<file path="config.mk">
export PLATFORM = sky130hd
export DESIGN_NAME = ccr_regs
export DESIGN_NICKNAME = d
export VERILOG_FILES = /design/src/ccr_pkg.sv /design/src/ccr_regs.sv
export SDC_FILE = /design/constraint.sdc
export NUM_CORES = 1
export LEC_CHECK = 0
export BUFFER_PORTS_ARGS = -buffer_cell sky130_fd_sc_hd__clkbuf_2
export CORE_ASPECT_RATIO = 1.4
export CORE_MARGIN = 4
export CORE_UTILIZATION = 60
export DETAILED_ROUTE_END_ITERATION = 10
export GPL_TIMING_DRIVEN = 0
export PLACE_DENSITY = 0.81
export SYNTH_ARGS = -nofsm -noshare
export SYNTH_HDL_FRONTEND = slang
export SYNTH_SLANG_ARGS = --single-unit
</file>
<file path="constraint.sdc">
create_clock -name clk_sys -period 6.9 [get_ports clk_sys]
set_clock_uncertainty 0.15 [all_clocks]
set_input_delay 1.035 -clock clk_sys [delete_from_list [all_inputs] [get_ports clk_sys]]
set_output_delay 1.035 -clock clk_sys [all_outputs]
set_load 0.01 [all_outputs]
</file>
<file path="src/ccr_pkg.sv">
// Constants for the codec control and audio-core register bank.
// Assumes a 16-bit register port and a single 200 MHz core clock.
package ccr_pkg;
    // ========================================================
    // Register offsets
    localparam logic [15:0] OFF_AIN_SEL = 16'h1057;
    localparam logic [15:0] OFF_POWER = 16'h1058;
    localparam logic [15:0] OFF_CLK_SRC = 16'h1059;
    localparam logic [15:0] OFF_HP_LEVEL = 16'h105A;
    localparam logic [15:0] OFF_CORE = 16'h1060;
    localparam logic [15:0] OFF_DAC_CHOP = 16'h110D;
    localparam logic [15:0] OFF_HP_CHOP = 16'h1113;
    localparam logic [15:0] OFF_SL_ADDR0 = 16'h1070;
    localparam logic [15:0] OFF_SL_DATA0 = 16'h1078;

    // ========================================================
    // Reset values
    localparam logic [3:0] RST_AIN_SEL = 4'h1;
    localparam logic [15:0] RST_POWER = 16'h0000;
    localparam logic [15:0] RST_CORE = 16'h4000;

    // ========================================================
    // Field positions
    localparam int HP_MUTE_BIT = 7;
    localparam int HP_ATT_LSB = 0;
    localparam int CS_RSV_LSB = 9;
    localparam logic [3:0] CS_RSV_ONES = 4'hF;
    localparam int CS_SRC_MUX = 8;
    localparam int CS_LOCK = 7;
    localparam int CS_MCLK_EN = 6;
    localparam int CS_MCLK_LSB = 3;
    localparam logic [2:0] MCLK_1024 = 3'h1;
    localparam int CS_MUL_LSB = 1;
    localparam int CS_MUL_EN = 0;
    localparam int DAC_CHOP_BIT = 4;
    localparam int HP_CHOP_BIT = 0;
    localparam int CC_SDO_EN = 14;
    localparam int CC_SLEW_DONE = 13;
    localparam int CC_TGT_ZERO = 12;
    localparam int CC_RUN = 9;
    localparam int CC_MUL_ZERO = 8;
    localparam int CC_INIT = 7;
    localparam int CC_IN_ZERO = 6;
    localparam int CC_SL_TGT = 5;
    localparam int CC_SL_PAR = 4;
    // Bits stored as written; self-clearing and read-only bits excluded.
    localparam logic [15:0] CC_PLAIN = 16'h5340;
    localparam logic [15:0] CC_SELF = 16'h00B0;

    // ========================================================
    // Safeload holding pairs
    localparam int NPAIR = 5;
    localparam logic [2:0] LAST_PAIR = 3'h4;

    typedef enum logic [0:0] {
        SL_IDLE = 1'b0,
        SL_RUN = 1'b1
    } ccr_sl_e;
endpackage : ccr_pkg

</file>
<file path="src/ccr_regs.sv">
// Codec control registers and audio-core control with safeload engine.
// Assumes a plain register port synchronous to clk_sys; the memories,
// converters and clock logic sit outside and follow the outputs here.
`timescale 1ns/1ps

module ccr_regs (
    input wire logic clk_sys,
    input wire logic nrst,
    input wire logic [15:0] reg_addr,
    input wire logic [15:0] reg_wdata,
    input wire logic reg_wr,
    input wire logic reg_rd,
    output logic [15:0] reg_rdata,
    input wire logic src_locked,
    input wire logic slew_mute_done,
    input wire logic data_init_done,
    output logic [3:0] analog_in_route,
    output logic [15:0] block_power,
    output logic hp_mute,
    output logic [4:0] hp_atten,
    output logic src_mux_en,
    output logic master_clock_out_en,
    output logic mclk_rate_1024x,
    output logic mclk_rate_128x,
    output logic [1:0] mult_clk_sel,
    output logic mult_in_use,
    output logic dac_chop_en,
    output logic hp_chop_en,
    output logic serial_out_two_three_en,
    output logic target_zero,
    output logic acc_hold_zero,
    output logic mult_force_zero,
    output logic input_zero,
    output logic data_init_req,
    output logic mem_wr,
    output logic mem_to_param,
    output logic [15:0] mem_addr,
    output logic [15:0] mem_data
);
    // ========================================================
    // Decode
    function automatic logic hit(input logic [15:0] a, input logic [15:0] off);
        hit = (a == off);
    endfunction : hit

    function automatic logic pair_hit(input logic [15:0] a, input logic [15:0] base,
                                      input int i);
        pair_hit = (a == base + 16'(i));
    endfunction : pair_hit

    localparam int NPAIR = ccr_pkg::NPAIR;
    localparam ccr_pkg::ccr_sl_e SL_IDLE = ccr_pkg::SL_IDLE;
    localparam ccr_pkg::ccr_sl_e SL_RUN = ccr_pkg::SL_RUN;

    logic [3:0] ain_q;
    logic [15:0] power_q;
    logic [7:0] hp_level_q;
    logic [8:0] clk_src_q;
    logic dac_chop_q;
    logic hp_chop_q;
    logic [15:0] core_q;
    logic [15:0] core_d;
    logic [15:0] rdata_q;
    logic [15:0] rd_val;
    logic [15:0] sl_addr_q [NPAIR];
    logic [15:0] sl_data_q [NPAIR];
    logic sl_written_q [NPAIR];
    ccr_pkg::ccr_sl_e sl_state_q;
    logic [2:0] sl_idx_q;
    logic sl_par_q;
    logic sl_done;
    logic mem_wr_q;
    logic mem_par_q;
    logic [15:0] mem_addr_q;
    logic [15:0] mem_data_q;
    localparam logic [15:0] CC_PLAIN_L = ccr_pkg::CC_PLAIN;
    localparam logic [15:0] CC_SELF_L = ccr_pkg::CC_SELF;

    // ========================================================
    // Plain control registers
    always_ff @(posedge clk_sys or negedge nrst) begin
        if (!nrst) begin
            ain_q <= ccr_pkg::RST_AIN_SEL;
            power_q <= ccr_pkg::RST_POWER;
            hp_level_q <= 8'h00;
            clk_src_q <= 9'h000;
            dac_chop_q <= 1'b0;
            hp_chop_q <= 1'b0;
        end else if (reg_wr) begin
            // Reserved positions are simply not stored.
            if (hit(reg_addr, ccr_pkg::OFF_AIN_SEL)) begin
                ain_q <= reg_wdata[3:0];
            end
            if (hit(reg_addr, ccr_pkg::OFF_POWER)) begin
                power_q <= reg_wdata;
            end
            if (hit(reg_addr, ccr_pkg::OFF_HP_LEVEL)) begin
                hp_level_q <= {reg_wdata[7], 2'b00, reg_wdata[4:0]};
            end
            if (hit(reg_addr, ccr_pkg::OFF_CLK_SRC)) begin
                // Lock bit position is not stored; it always reads live.
                clk_src_q <= {reg_wdata[8], 1'b0, reg_wdata[6:0]};
            end
            if (hit(reg_addr, ccr_pkg::OFF_DAC_CHOP)) begin
                dac_chop_q <= reg_wdata[ccr_pkg::DAC_CHOP_BIT];
            end
            if (hit(reg_addr, ccr_pkg::OFF_HP_CHOP)) begin
                hp_chop_q <= reg_wdata[ccr_pkg::HP_CHOP_BIT];
            end
        end
    end

    // ========================================================
    // Audio core control
    // Writing 0 to a self-clearing bit cannot abort a running operation;
    // a completion and a new request in one cycle leave the bit set.
    always_comb begin
        core_d = core_q;
        if (data_init_done) begin
            core_d[ccr_pkg::CC_INIT] = 1'b0;
        end
        if (sl_done && !sl_par_q) begin
            core_d[ccr_pkg::CC_SL_TGT] = 1'b0;
        end
        if (sl_done && sl_par_q) begin
            core_d[ccr_pkg::CC_SL_PAR] = 1'b0;
        end
        if (reg_rd && hit(reg_addr, ccr_pkg::OFF_CORE)) begin
            core_d[ccr_pkg::CC_SLEW_DONE] = 1'b0;
        end
        if (slew_mute_done) begin
            core_d[ccr_pkg::CC_SLEW_DONE] = 1'b1;
        end
        if (reg_wr && hit(reg_addr, ccr_pkg::OFF_CORE)) begin
            core_d = (core_d & ~CC_PLAIN_L) | (reg_wdata & CC_PLAIN_L);
            core_d = core_d | (reg_wdata & CC_SELF_L);
        end
    end

    always_ff @(posedge clk_sys or negedge nrst) begin
        if (!nrst) begin
            core_q <= ccr_pkg::RST_CORE;
        end else begin
            core_q <= core_d;
        end
    end

    // ========================================================
    // Safeload holding pairs
    generate
        for (genvar g = 0; g < NPAIR; g++) begin : g_pair
            always_ff @(posedge clk_sys or negedge nrst) begin
                if (!nrst) begin
                    sl_addr_q[g] <= 16'h0000;
                    sl_data_q[g] <= 16'h0000;
                    sl_written_q[g] <= 1'b0;
                end else begin
                    if (reg_wr && pair_hit(reg_addr, ccr_pkg::OFF_SL_ADDR0, g)) begin
                        sl_addr_q[g] <= reg_wdata;
                    end
                    if (reg_wr && pair_hit(reg_addr, ccr_pkg::OFF_SL_DATA0, g)) begin
                        sl_data_q[g] <= reg_wdata;
                    end
                    // A fresh write in the cycle the pair is sent marks it again.
                    if (reg_wr && (pair_hit(reg_addr, ccr_pkg::OFF_SL_ADDR0, g) ||
                                   pair_hit(reg_addr, ccr_pkg::OFF_SL_DATA0, g))) begin
                        sl_written_q[g] <= 1'b1;
                    end else if (sl_state_q == SL_RUN && sl_idx_q == 3'(g)) begin
                        sl_written_q[g] <= 1'b0;
                    end
                end
            end
        end
    endgenerate

    // ========================================================
    // Safeload engine: one pair per cycle, target before parameter.
    assign sl_done = (sl_state_q == SL_RUN) && (sl_idx_q == ccr_pkg::LAST_PAIR);

    always_ff @(posedge clk_sys or negedge nrst) begin
        if (!nrst) begin
            sl_state_q <= SL_IDLE;
            sl_idx_q <= 3'h0;
            sl_par_q <= 1'b0;
        end else begin
            unique case (sl_state_q)
                SL_IDLE: begin
                    sl_idx_q <= 3'h0;
                    if (core_q[ccr_pkg::CC_SL_TGT]) begin
                        sl_state_q <= SL_RUN;
                        sl_par_q <= 1'b0;
                    end else if (core_q[ccr_pkg::CC_SL_PAR]) begin
                        sl_state_q <= SL_RUN;
                        sl_par_q <= 1'b1;
                    end
                end
                SL_RUN: begin
                    sl_idx_q <= sl_idx_q + 3'h1;
                    if (sl_done) begin
                        sl_state_q <= SL_IDLE;
                    end
                end
            endcase
        end
    end

    always_ff @(posedge clk_sys or negedge nrst) begin
        if (!nrst) begin
            mem_wr_q <= 1'b0;
            mem_par_q <= 1'b0;
            mem_addr_q <= 16'h0000;
            mem_data_q <= 16'h0000;
        end else begin
            mem_wr_q <= 1'b0;
            if (sl_state_q == SL_RUN && sl_written_q[sl_idx_q]) begin
                // Address 0 names the first location; no offset is applied.
                mem_wr_q <= 1'b1;
                mem_par_q <= sl_par_q;
                mem_addr_q <= sl_addr_q[sl_idx_q];
                mem_data_q <= sl_data_q[sl_idx_q];
            end
        end
    end

    // ========================================================
    // Read port
    always_comb begin
        rd_val = 16'h0000;
        if (hit(reg_addr, ccr_pkg::OFF_AIN_SEL)) begin
            rd_val = {12'h000, ain_q};
        end else if (hit(reg_addr, ccr_pkg::OFF_POWER)) begin
            rd_val = power_q;
        end else if (hit(reg_addr, ccr_pkg::OFF_HP_LEVEL)) begin
            rd_val = {8'h00, hp_level_q};
        end else if (hit(reg_addr, ccr_pkg::OFF_CLK_SRC)) begin
            rd_val = {3'h0, ccr_pkg::CS_RSV_ONES, clk_src_q};
            rd_val[ccr_pkg::CS_LOCK] = src_locked;
        end else if (hit(reg_addr, ccr_pkg::OFF_CORE)) begin
            rd_val = core_q;
        end else if (hit(reg_addr, ccr_pkg::OFF_DAC_CHOP)) begin
            rd_val[ccr_pkg::DAC_CHOP_BIT] = dac_chop_q;
        end else if (hit(reg_addr, ccr_pkg::OFF_HP_CHOP)) begin
            rd_val[ccr_pkg::HP_CHOP_BIT] = hp_chop_q;
        end else begin
            for (int i = 0; i < NPAIR; i++) begin
                if (pair_hit(reg_addr, ccr_pkg::OFF_SL_ADDR0, i)) begin
                    rd_val = sl_addr_q[i];
                end
                if (pair_hit(reg_addr, ccr_pkg::OFF_SL_DATA0, i)) begin
                    rd_val = sl_data_q[i];
                end
            end
        end
    end

    // Read data stand only in the cycle after the strobe, zero otherwise.
    always_ff @(posedge clk_sys or negedge nrst) begin
        if (!nrst) begin
            rdata_q <= 16'h0000;
        end else begin
            rdata_q <= reg_rd ? rd_val : 16'h0000;
        end
    end

    // ========================================================
    // Outputs
    assign reg_rdata = rdata_q;
    assign analog_in_route = ain_q;
    assign block_power = power_q;
    assign hp_mute = hp_level_q[ccr_pkg::HP_MUTE_BIT];
    assign hp_atten = hp_level_q[ccr_pkg::HP_ATT_LSB +: 5];
    assign src_mux_en = clk_src_q[ccr_pkg::CS_SRC_MUX];
    assign master_clock_out_en = clk_src_q[ccr_pkg::CS_MCLK_EN];
    // Select codes 4 to 7 all drive the 128x output; codes 0, 2 and 3 leave both rate outputs off.
    assign mclk_rate_1024x = clk_src_q[ccr_pkg::CS_MCLK_LSB +: 3] == ccr_pkg::MCLK_1024;
    assign mclk_rate_128x = clk_src_q[ccr_pkg::CS_MCLK_LSB + 2];
    assign mult_clk_sel = clk_src_q[ccr_pkg::CS_MUL_LSB +: 2];
    assign mult_in_use = clk_src_q[ccr_pkg::CS_MUL_EN];
    assign dac_chop_en = !dac_chop_q;
    assign hp_chop_en = !hp_chop_q;
    assign serial_out_two_three_en = core_q[ccr_pkg::CC_SDO_EN];
    assign target_zero = core_q[ccr_pkg::CC_TGT_ZERO];
    assign acc_hold_zero = !core_q[ccr_pkg::CC_RUN];
    assign mult_force_zero = core_q[ccr_pkg::CC_MUL_ZERO];
    assign input_zero = core_q[ccr_pkg::CC_IN_ZERO];
    assign data_init_req = core_q[ccr_pkg::CC_INIT];
    assign mem_wr = mem_wr_q;
    assign mem_to_param = mem_par_q;
    assign mem_addr = mem_addr_q;
    assign mem_data = mem_data_q;

    // ========================================================
    // Assertions
    property p_ain_reset;
        @(posedge clk_sys) $rose(nrst) |-> analog_in_route == 4'h1;
    endproperty
    a_ain_reset: assert property (p_ain_reset) else $error("selector reset wrong");

    property p_power_wr;
        @(posedge clk_sys) disable iff (!nrst)
            reg_wr && reg_addr == ccr_pkg::OFF_POWER |=> block_power == $past(reg_wdata);
    endproperty
    a_power_wr: assert property (p_power_wr) else $error("power write lost");

    property p_rsv_ones;
        @(posedge clk_sys) disable iff (!nrst)
            reg_rd && reg_addr == ccr_pkg::OFF_CLK_SRC |=> reg_rdata[12:9] == 4'hF;
    endproperty
    a_rsv_ones: assert property (p_rsv_ones) else $error("reserved ones missing");

    property p_lock_read;
        @(posedge clk_sys) disable iff (!nrst)
            reg_rd && reg_addr == ccr_pkg::OFF_CLK_SRC |=> reg_rdata[7] == $past(src_locked);
    endproperty
    a_lock_read: assert property (p_lock_read) else $error("lock bit wrong");

    property p_hp_chop;
        @(posedge clk_sys) disable iff (!nrst)
            reg_wr && reg_addr == ccr_pkg::OFF_HP_CHOP |=> hp_chop_en == !$past(reg_wdata[0]);
    endproperty
    a_hp_chop: assert property (p_hp_chop) else $error("chop sense wrong");

    property p_sdo_reset;
        @(posedge clk_sys) $rose(nrst) |-> serial_out_two_three_en && acc_hold_zero;
    endproperty
    a_sdo_reset: assert property (p_sdo_reset) else $error("core reset wrong");

    property p_slew_clear;
        @(posedge clk_sys) disable iff (!nrst)
            reg_rd && reg_addr == ccr_pkg::OFF_CORE && !slew_mute_done |=> !core_q[13];
    endproperty
    a_slew_clear: assert property (p_slew_clear) else $error("slew flag kept");

    property p_init_done;
        @(posedge clk_sys) disable iff (!nrst)
            data_init_done && !(reg_wr && reg_addr == ccr_pkg::OFF_CORE) |=> !data_init_req;
    endproperty
    a_init_done: assert property (p_init_done) else $error("init not cleared");

    property p_sl_tgt_ends;
        @(posedge clk_sys) disable iff (!nrst)
            $rose(core_q[5]) && sl_state_q == SL_IDLE |-> ##[5:6] !core_q[5];
    endproperty
    a_sl_tgt_ends: assert property (p_sl_tgt_ends) else $error("target load stuck");

    property p_sl_only_written;
        @(posedge clk_sys) disable iff (!nrst)
            sl_state_q == SL_RUN && !sl_written_q[sl_idx_q] |=> !mem_wr;
    endproperty
    a_sl_only_written: assert property (p_sl_only_written)
        else $error("unwritten pair sent");

    c_sl_tgt: cover property (@(posedge clk_sys) disable iff (!nrst) mem_wr && !mem_to_param);
    c_sl_par: cover property (@(posedge clk_sys) disable iff (!nrst) mem_wr && mem_to_param);
    c_slew: cover property (@(posedge clk_sys) disable iff (!nrst) $fell(core_q[13]));
    c_init: cover property (@(posedge clk_sys) disable iff (!nrst) $fell(data_init_req));
endmodule : ccr_regs

</file>
* Word level (Yosys, flattened, before mapping)
Index checks and enable logic that the tools add are counted.
** Cells by class
- Muxes and demuxes :: 54
- Equality and inequality tests :: 22
- Bitwise operators :: 4
- $lt $le $gt $ge :: 1
- Add/sub/neg operators :: 1
- Reductions and logical operators :: 48
** Operator list (number)
- 16-bit two-way mux :: 20
- 16-bit by 13-bit equality test with 1-bit output (second input constant) :: 17
- 16-bit binary-select mux with 3-bit select :: 2
- 1-bit logical AND :: 25
- 1-bit two-way mux :: 25
- 16-bit by 15-bit OR with 16-bit output :: 1
- 16-bit by 8-bit OR with 16-bit output :: 1
- 15-bit two-way mux :: 1
- 14-bit two-way mux :: 1
- 2-bit AND reduction :: 7
- 2-bit nonzero test :: 6
- 11-bit two-way mux :: 1
- 3-bit by 1-bit equality test with 1-bit output (second input constant) :: 2
- 3-bit by 2-bit equality test with 1-bit output (second input constant) :: 2
- 3-bit one-hot mux with 2 select lines :: 1
- 1-bit logical OR :: 5
- 4-bit greater-or-equal comparator (second input constant) :: 1
- 1-bit logical NOT :: 4
- 4-bit two-way mux :: 1
- 3-bit NOT with 4-bit output :: 1
- 3-bit by 1-bit adder with 3-bit output (second input constant) :: 1
- 1-bit binary-select mux with 3-bit select :: 1
- 3-bit equality test (second input constant) :: 1
- 3-bit logical NOT :: 1
- other kinds (2) :: 2
** Word-level totals
- Output and inout port bits :: 91
- Input bits :: 39
- Word-level logic and storage cells :: 161
- Flip-flop bits (word level) :: 272

* Longest topological paths before layout
Gate-level depths: netlist (run 1).
- Depth in word-level cells :: 19
- Mapped depth :: 10
- Depth with buffers taken out :: 7

* Worst setup path before layout (run 1)
No wires, ideal clock.
- Path kind :: input -> register
- Start point :: input reg_addr[13]
- End point :: register sl_data_q[59] (netlist bit)
- Library setup time :: 0.125 ns
- Buffers on the path :: 4
- Required time :: 6.625 ns
- Path slack :: 3.495 ns
- Stages :: 8
- Data arrival time :: 3.130 ns
- Cells stage by stage :: or4b_1 buf_4 buf_6 nor4_4 and2_1 buf_2 buf_2 mux2_2
** On the way
- Longest elaborated chain between the ends :: 2
** RTL lines
- start, declared :: line ccr_regs.sv:9 : input wire logic [15:0] reg_addr,
- 16-bit by 13-bit equality test with 1-bit output :: line ccr_regs.sv:48 : pair_hit = (a == base + 16'(i));
- 1-bit logical AND :: line ccr_regs.sv:161 : if (reg_wr && pair_hit(reg_addr, ccr_pkg::OFF_SL_DATA0, g)) begin
- end signal, assigned by index :: line ccr_regs.sv:162 : sl_data_q[g] <= reg_wdata;
- end, declared :: line ccr_regs.sv:66 : logic [15:0] sl_data_q [NPAIR];
Every way passes these cells.
A chain may end at the register's enable or synchronous reset.

* Worst setup path after layout (run 1)
- Start point :: input reg_addr[1]
- End point :: register sl_addr_q[46] (netlist bit)
** On the way
- Longest elaborated chain between the ends :: 2
** RTL lines
- 16-bit by 13-bit equality test with 1-bit output :: line ccr_regs.sv:48
- 1-bit logical AND :: line ccr_regs.sv:158 : if (reg_wr && pair_hit(reg_addr, ccr_pkg::OFF_SL_ADDR0, g)) begin
- end signal, assigned by index :: line ccr_regs.sv:159 : sl_addr_q[g] <= reg_wdata;
- end, declared :: line ccr_regs.sv:65 : logic [15:0] sl_addr_q [NPAIR];
Every way passes these cells.

==> summary.txt, run 1 <==
Status
  • Status: finished clean

Synth
  • Unique masters post-synth: between 70 and 80
  • Syn_nets: 1093
  • Seq/Total Area, Yosys: 51.3%
  • Synth Area per Inst: about 12 um2
  • Yosys warning count: 0
  • Cells after Synth: 1049
  • Number of enable flip-flop cells after synthesis: 0
  • Ys async rst share: 100%
  • Synth Flop Type: dfrtp_1
  • #FFs+latches synth: 265
  • Synth Cell Area: 12900 um2

Placed design
  • Placed cell area: 14000 um2
  • Hpwl dp: 29600 um
  • Place WS: between 2000 and 2500 ps
  • Count of buffers from port buffering: 129
  • Placed Cells: around 1400
  • Placer congestion estimate: 0.964

Route
  • Routed wire length: 43600 um
  • DRT antenna net count: 0
  • Routed length per instance: 29.3 um
  • DR DRC count: 0
  • Via count: 10500
  • Detailed Route Iter0 Violations: 1695
  • Vias per cell: 7.09
  • DRT Pass-1 Iters: 7

Worst setup path
  • Crit path launch type: input pin
  • R2R depth: 8
  • Req. time, crit path: between 7000 and 8000 ps
  • Critical-path maximum fanout: 10
  • R2r startpoint: sl_idx_q[0]
  • RR Endpoint: mem_data[4]
  • Crit path DAT: 4790 ps
  • WS Path Type: in2reg
  • CP endpoint kind: flip-flop
  • R2R Setup Slk: 3350 ps

Power
  • Pwr per Cell Area: 214 nW/um2
  • Leak pwr: 7.18 nW
  • Peak VDD IR: 0.202 mV
  • Tot Pwr: 3.18 mW

Timing
  • F_max: 0.222 GHz
  • Setup_tns: 0 ps
  • Setup slack after layout: 2390 ps
  • RSZ-0062 raised after global routing: no
  • Max-slew violation count: 0
  • Fin crit share: 65.4%
  • Minimum hold slack: 326 ps
  • Slew @ Worst Pin: ~1300 ps
  • Final count of negative-setup-slack endpoints: 0
  • Endpoints failing hold: 0
  • Max_slew headroom: 11.9%
  • Tmin final: between 4000 and 5000 ps

Floorplan
  • Die height: ~180 um
  • Site row count: 63
  • Die width: 132 um
  • Core area: 21200 um2
  • Die area: 24000 um2
  • Starting Density: between 60% and 70%
  • # IOs: 130

Clocking
  • H-tree levels: 1
  • Clock Latency Late Sink: 550 ps
  • CTS max path bufs: 3
  • Clock buffer count from CTS: 26
  • TritonCTS clock tree: built
  • Hold buffers post-CTS: 0
  • CTS root buffer: clkbuf_16
  • Clk sinks: 265
  • Post-cts resize count: 0
  • Buffer count from post-CTS setup fixing: 0
  • Clock-pin slew on the worst setup and hold paths: 70 ps

GRT
  • First-pass GRT wire length: 65600 um
  • Total grt overflow: 0
  • Number of global-route vias before repair: approximately 11000
  • GRT Util Overall: 36.1%
  • Largest net degree at the start of global routing: between 100 and 150
  • Antenna violations before repair: 0

Final layout
  • Post-route non-filler standard cell count: between 1000 and 1500
  • Fin util: 70.1%
  • Most frequent cells in the layout: dfrtp_1, mux2_2, clkbuf_2, nand2_1, clkbuf_1
  • Fin area: 14900 um2
  • Area Overhead vs Synth: 15.0%
  • Multi-input gate area: a little under 6000 um2
  • Storage cell area: about 6600 um2
  • Fill count: 1506
  • Fin nets: 1252
  • Most common cell after layout, fill and taps aside: dfrtp_1
  • Layout cells sized above 1: 35.6%

Hold path
  • Hold Crit Depth: 2
  • WHS Endpoint: mem_data[10]
  • Worst Hold Class: reg2reg
  • Worst Hold Launch: mem_data[10]

Flow run
  • Maxcap violations: 0
[worst max path at each step]
stage	startpoint	to	slack [ps]	depth (start not counted)
final	reg_addr[1]	sl_addr_q[46]	2390	8
after global routing	reg_addr[1]	sl_addr_q[46]	2400	8
after floorplan	reg_addr[13]	sl_data_q[59]	3490	8
after detailed placement	reg_addr[1]	sl_addr_q[33]	2070	8
after global placement	nrst	hp_level_q[7]	-750	1
after CTS	reg_addr[1]	sl_addr_q[46]	2640	8
[final cells by class]
| class | count | area share (%) |
|---|---|---|
| antenna | 1 | 0.0168 |
| buffer | 85 | 2.40 |
| clock buffer | 41 | 5.57 |
| clock inverter | 5 | 0.530 |
| inverter | 18 | 0.454 |
| multi-input combinational | 681 | 39.5 |
| sequential | 265 | 44.6 |
| tap | 260 | 2.19 |
| timing repair buffer | 131 | 4.77 |
[state kept, by name, indices dropped and copies added, names as in the netlist]
register and count:
core_q 9, sl_par_q 1, analog_in_route 4, clk_src_q 8, mem_wr 1, mem_data 16, block_power 16, reg_rdata 16
sl_idx_q 3, hp_level_q 6, hp_chop_q 1, sl_state_q 1, dac_chop_q 1, sl_data_q 80, sl_written_q 5, mem_to_param 1
mem_addr 16, sl_addr_q 80
[power breakdown]
part           switching, mW  internal, mW  leakage (nW)
registers           0.000756          1.55          3.67
clock network          0.619         0.894         0.450
logic                 0.0869        0.0273          3.06
[layer usage]
metal	track usage, %	wire length (um)	part of all wire [%]
met1	43.4	15000	34
met2	57.3	20100	46
met3	8.98	4820	11
met4	25.2	3700	8.5
met5	0	0	0
[cells by family after synthesis]
| family | after synthesis | share of synthesized area [%] |
|---|---|---|
| flops | 265 | 51.3 |
| mux | 244 | 24.0 |
| compound gates | 217 | 11.6 |
| simple gates | 215 | 9.33 |
| buf+inv | 103 | 3.28 |
| fa+ha+maj | 5 | 0.484 |
[cells in the mapped netlist, types with 10 or more instances]
cell type  count  area [um2]
nand3_1       16        80.1
inv_1         17        63.8
nand2_1       90         338
a22oi_1       54         405
dfrtp_1      263        6580
mux2_2       193        2170
nor2_1        28         105
mux4_2        33         743
a222oi_1      13         130
a221oi_1      15         131
mux2i_1       10         100
buf_2         15        75.1
a21oi_1       29         145
clkbuf_1      62         233
o21ai_0       60         300
[critical path: stages]
cell	delay, ps
clkbuf_2	100
clkbuf_1	300
clkbuf_1	610
nand2b_1	340
nor4_1	720
nand2_1	600
clkbuf_1	600
mux2_2	460
(Power assumes the default switching activity.)
==> inputs of run 2 (changes only) <==
--- a/config.mk
+++ b/config.mk
@@ -8,10 +8,10 @@
 export BUFFER_PORTS_ARGS = -buffer_cell sky130_fd_sc_hd__clkbuf_2
 export CORE_ASPECT_RATIO = 1.4
 export CORE_MARGIN = 4
-export CORE_UTILIZATION = 60
+export CORE_UTILIZATION = 59
 export DETAILED_ROUTE_END_ITERATION = 10
 export GPL_TIMING_DRIVEN = 0
-export PLACE_DENSITY = 0.81
+export PLACE_DENSITY = 0.8
 export SYNTH_ARGS = -nofsm -noshare
 export SYNTH_HDL_FRONTEND = slang
 export SYNTH_SLANG_ARGS = --single-unit
==> constraint.sdc (replaced) <==
create_clock -name clk_sys -period 4.15 [get_ports clk_sys]
set_clock_uncertainty 0.15 [all_clocks]
set_input_delay 0.6225 -clock clk_sys [delete_from_list [all_inputs] [get_ports clk_sys]]
set_output_delay 0.6225 -clock clk_sys [all_outputs]
set_load 0.01 [all_outputs]
==> run 2 against run 1 <==
  * The run now ends with negative hold slack left
  * Via count rose by 1.1%
  * Global-route usage is 0.47 points lower
  * Clock power is 69% higher
  * Worst setup slack lost 2300 ps
  * Routed wire length up 0.85%
  * Total power increased by 67%
  * Clock-buffer cell count fell by 8
  * Critical endpoint is now reg_rdata[1]
==> summary.txt, run 2 (synthesis gave the netlist of run 1 again) <==
Route
  • Met2 wire length: just over 20000 um
  • Routed wire length: about 44000 um
  • Metal-1 WL: 14800 um
  • Vias per cell: between 7 and 8
  • Via count: 10700
  • Detailed Route Iter0 Violations: 1748
  • Top Metal Used: met4
  • DRT Pass-1 Iters: 9
  • DRT antenna net count: 0
  • DR DRC count: 0
  • Routed length per instance: 28.9 um
  • Met3 wire len: 5030 um

GRT
  • GRT Util Overall: 35.7%
  • First-pass GRT wire length: 65400 um
  • Total grt overflow: 0
  • Largest net degree at the start of global routing: 104
  • Antenna violations before repair: 0
  • Number of global-route vias before repair: 10800

Timing
  • Setup slack after layout: 79.9 ps
  • Endpoints failing hold: 4
  • F_max: around 0.25 GHz
  • Slew @ Worst Pin: 1390 ps
  • Max-slew violation count: 0
  • RSZ-0062 raised after global routing: no
  • Max_slew headroom: 6.62%
  • Final count of negative-setup-slack endpoints: 0
  • Minimum hold slack: -7.57 ps
  • Fin crit share: 98.1%
  • Tmin final: 4070 ps

Clocking
  • Buffer count from post-CTS setup fixing: 0
  • Post-cts resize count: 0
  • Clock-pin slew on the worst setup and hold paths: 60 ps
  • CTS max path bufs: 3
  • Clock Latency Late Sink: 550 ps
  • Clk sinks: 265
  • TritonCTS clock tree: built
  • H-tree levels: 1
  • CTS root buffer: clkbuf_16
  • Hold buffers post-CTS: 0
  • Clock buffer count from CTS: 26

Final layout
  • Layout cells sized above 1: 36.0%
  • Post-route non-filler standard cell count: around 1500
  • N_diodes: 0
  • Most frequent cells in the layout: dfrtp_1, mux2_2, clkbuf_2, nand2_1, clkbuf_1
  • Area Overhead vs Synth: 15.5%
  • Most common cell after layout, fill and taps aside: dfrtp_1
  • Fill count: 1551
  • Largest regs: sl_addr_q (80), sl_data_q (80)
  • Fin nets: approximately 1300

Worst setup path
  • R2R Setup Slk: ~530 ps
  • Crit path DAT: 4340 ps
  • Critical-path maximum fanout: 6
  • WS Path Type: in2reg
  • RR Endpoint: mem_data[2]
  • Largest stage delay, worst path: 1090 ps
  • Critical path cell sequence: clkbuf_2 -> nor4b_1 -> nand4_1 -> nor3_1 -> nor3_1 -> o21ai_0 -> o21ai_0 -> and3_1
  • Req. time, crit path: 4420 ps
  • Crit path launch type: input pin
  • Critical path launch point: reg_addr[13]
  • R2R depth: 8
  • CP endpoint kind: flip-flop
  • R2r startpoint: sl_idx_q[0]
  • CP max-delay cell: nor3_1

Floorplan
  • Starting Density: 60.5%
  • # IOs: 130
  • Die height: 183 um
  • Die area: 24400 um2
  • Die width: 133 um
  • Core area: 21400 um2
  • Site row count: 63

Power
  • Peak VDD IR: around 0.34 mV
  • Tot Pwr: roughly 5.3 mW
  • Leak pwr: 7.18 nW
  • Pwr per Cell Area: between 300 and 400 nW/um2

Placed design
  • Hpwl dp: 29600 um
  • Place WS: -330 ps
  • Placed Cells: 1472
  • Count of buffers from port buffering: 129
  • Placer congestion estimate: 0.989

Status
  • Failing checks: negative hold slack
  • Status: finished, violations left

Hold path
  • Worst Hold Class: in2async

Flow run
  • Maxcap violations: 0
[run 2: cell types whose count changed in the layout (fill, tap and decap cells not counted)]
cell,delta
clkbuf_1,-2
diode_2,-1
clkinv_2,+5
nor4_2,+1
inv_6,-1
clkbuf_8,-6
clkinvlp_4,+3
clkinv_4,+1
bufinv_16,+2
nor4_1,-1
[run 2: per-stage QoR]
stage          setup TNS [ps]  area (um2)  hold WS (ps)  util (%)
6_report                    0       14900         -7.57      69.9
5_1_grt                     0       14900          50.7      69.9
4_1_cts                     0       14900          19.1      69.9
3_5_place_dp            -4250       14000           314      65.6
3_3_place_gp          -805910       13900           313      65.3
2_1_floorplan               0       12900           177         -
[run 2: worst max path at each step]
stage	endpoint	slack, ps	depth (start not counted)
detailed placement	sl_addr_q[47]	-330	8
CTS	sl_addr_q[47]	210	8
global placement	mem_data[13]	-3060	1
floorplan	sl_data_q[59]	1160	8
global route	reg_rdata[7]	110	8
finish	reg_rdata[1]	80	8
[run 2: power breakdown]
group	switching [mW]	internal [mW]	leakage, nW
Sequential	0.00125	2.58	3.67
Clock	1.04	1.51	0.452
Combinational	0.144	0.0454	3.06
[run 2: routing by layer]
metal | vias to the layer above | GRT usage [%]
met1 | 5241 | 42.5
met2 | 861 | 56.7
li1 | 4278 | -
met3 | 282 | 9.44
met4 | 0 | 24.7
met5 | - | 0
[run 2: cell type report]
cell class                      instances  area (um2)  area share (%)
Timing Repair Buffer                  131         709            4.75
Clock inverter                         15         186            1.25
Inverter                               18        67.6           0.452
Clock buffer                           33         738            4.94
Multi-Input combinational cell        681        5880            39.4
Buffer                                 85         357            2.39
Sequential cell                       265        6630            44.4
Tap cell                              292         365            2.45
[run 2: critical path: cells and delay by family]
kind	cells	cell delay, ps
AOI/OAI and AO/OA	2	580
buffers and inverters	1	80
and+or+nand+nor	5	3050
==> inputs of run 3 (changes only) <==
--- a/config.mk
+++ b/config.mk
@@ -9,9 +9,10 @@
 export CORE_ASPECT_RATIO = 1.4
 export CORE_MARGIN = 4
 export CORE_UTILIZATION = 59
+export CTS_CLUSTER_SIZE = 24
 export DETAILED_ROUTE_END_ITERATION = 10
 export GPL_TIMING_DRIVEN = 0
-export PLACE_DENSITY = 0.8
+export PLACE_DENSITY = 0.81
 export SYNTH_ARGS = -nofsm -noshare
 export SYNTH_HDL_FRONTEND = slang
 export SYNTH_SLANG_ARGS = --single-unit
==> run 3 against run 2 <==
  * The flow now finishes without violations
  * Clock power about the same
  * Via count decreased by 0.93%
  * Sequential share of layout area about the same
  * Clock-buffer cell count increased by 1
  * Core utilization down 0.076 points
  * Final cell count fell by 0.13%
  * Cell area is 0.11% lower
  * Routed wire length decreased by 0.80%
  * Sequential power hardly changed
  * Largest power group unchanged
  * Highest routed layer unchanged
==> summary.txt, run 3 (synthesis gave the netlist of run 1 again) <==
Worst setup path
  • Crit path launch type: input pin
  • Critical path launch point: reg_addr[1]
  • Crit path DAT: 4340 ps
  • CP endpoint kind: flip-flop
  • Req. time, crit path: 4410 ps
  • WS Path Type: in2reg
  • R2r startpoint: sl_idx_q[0]
  • Critical-path maximum fanout: 10

Floorplan
  • Site row count: 63
  • Starting Density: 60.5%
  • Die width: about 130 um
  • # IOs: 130
  • Core area: about 21000 um2
  • Die area: 24400 um2
  • Die height: approximately 180 um

Power
  • Pwr per Cell Area: 355 nW/um2
  • Leak pwr: 7.18 nW
  • Peak VDD IR: roughly 0.34 mV

Final layout
  • Fin nets: approximately 1300
  • Largest regs: sl_addr_q (80), sl_data_q (80)
  • Area Overhead vs Synth: 15.4%
  • Most frequent cells in the layout: dfrtp_1, mux2_2, clkbuf_2, nand2_1, clkbuf_1
  • Layout cells sized above 1: 35.8%
  • Fill count: 1514
  • Most common cell after layout, fill and taps aside: dfrtp_1
  • Fin area: 14900 um2

Route
  • Vias per cell: 6.96
  • DRT Pass-1 Iters: 6
  • DRT antenna net count: 0
  • Detailed Route Iter0 Violations: 1720
  • Routed wire length: 43600 um
  • DR DRC count: 0
  • Via count: 10600
  • Routed length per instance: 28.7 um

Clocking
  • CTS max path bufs: 3
  • Clock Latency Late Sink: approximately 540 ps
  • Buffer count from post-CTS setup fixing: 0
  • TritonCTS clock tree: built
  • Clk sinks: 265
  • Hold buffers post-CTS: 1
  • Post-cts resize count: 0
  • Clock buffer count from CTS: 25
  • H-tree levels: 1
  • CTS root buffer: clkbuf_16
  • Clock-pin slew on the worst setup and hold paths: about 70 ps

GRT
  • Total grt overflow: 0
  • Number of global-route vias before repair: 10800
  • Antenna violations before repair: 0
  • GRT Util Overall: 35.6%
  • Largest net degree at the start of global routing: 117
  • First-pass GRT wire length: 65300 um

Timing
  • Final count of negative-setup-slack endpoints: 0
  • Setup_tns: 0 ps
  • Max_slew headroom: 9.60%
  • RSZ-0062 raised after global routing: no
  • Endpoints failing hold: 0
  • Tmin final: 4080 ps
  • Slew @ Worst Pin: approximately 1300 ps
  • Max-slew violation count: 0
  • Fin crit share: between 90% and 100%
  • F_max: between 0.2 and 0.25 GHz

Placed design
  • Placer congestion estimate: 0.992
  • Placed cell area: about 14000 um2
  • Hpwl dp: 29200 um
  • Count of buffers from port buffering: 129

Hold path
  • Worst Hold Launch: data_init_done
  • Worst Hold Class: in2reg

Flow run
  • Maxcap violations: 0

Status
  • Status: finished clean
-- run 3: final cells by class --
type | count | area (um2) | area share, %
multi-input combinational | 681 | 5870 | 39.4
clock buffer | 34 | 749 | 5.02
clock inverter | 10 | 153 | 1.02
timing repair buffer | 132 | 719 | 4.82
inverter | 18 | 67.6 | 0.453
buffer | 85 | 357 | 2.39
tap | 292 | 365 | 2.45
sequential | 265 | 6630 | 44.5
antenna | 1 | 2.50 | 0.0168
-- run 3: power breakdown --
part | leakage, nW | total, mW | switching (mW) | internal, mW
clock network | 0.449 | 2.52 | 1.01 | 1.51
registers | 3.67 | 2.58 | 0.00124 | 2.58
logic | 3.06 | 0.190 | 0.144 | 0.0460
total | 7.18 | 5.29 | 1.16 | 4.14
-- run 3: critical path, cell delays in order --
cell and delay [ps]:
clkbuf_2 120, clkbuf_1 340, clkbuf_1 540, nand2b_1 300
nor4_1 710, nand2_1 710, clkbuf_1 560, mux2_2 420
-- run 3: metal layers --
metal / track usage [%] / up-vias / wire, um
met3: 9.80 / 277 / 5270
met1: 43.2 / 5125 / 14800
met5: 0 / - / 0
met4: 23.8 / 0 / 3760
met2: 56.1 / 884 / 19800
li1: - / 4277 / -
-- run 3: per-stage QoR --
stage	instances	setup slack [ps]	utilization [%]	hold WS, ps	power [mW]
3_3_place_gp	1470	-3030	65.3	314	2.81
5_1_grt	1517	150	69.8	146	5.41
3_5_place_dp	1472	-234	65.6	318	2.82
4_1_cts	1517	363	69.8	111	5.28
6_report	1518	73.2	69.8	115	5.29
2_1_floorplan	1049	1160	-	177	2.70
-- run 3: final timing paths --
| check | cells after the start | slack (ps) | endpoint |
|---|---|---|---|
| setup reg to reg | 8 | 610 | mem_data[6] |
| max in group asynchronous | 4 | 2000 | core_q[14] |
| hold reg to reg | 2 | 330 | mem_addr[11] |
| hold / removal | 2 | 120 | core_q[7] |
| setup / recovery | 8 | 70 | sl_addr_q[46] |
| min in group asynchronous | 2 | 450 | reg_rdata[7] |
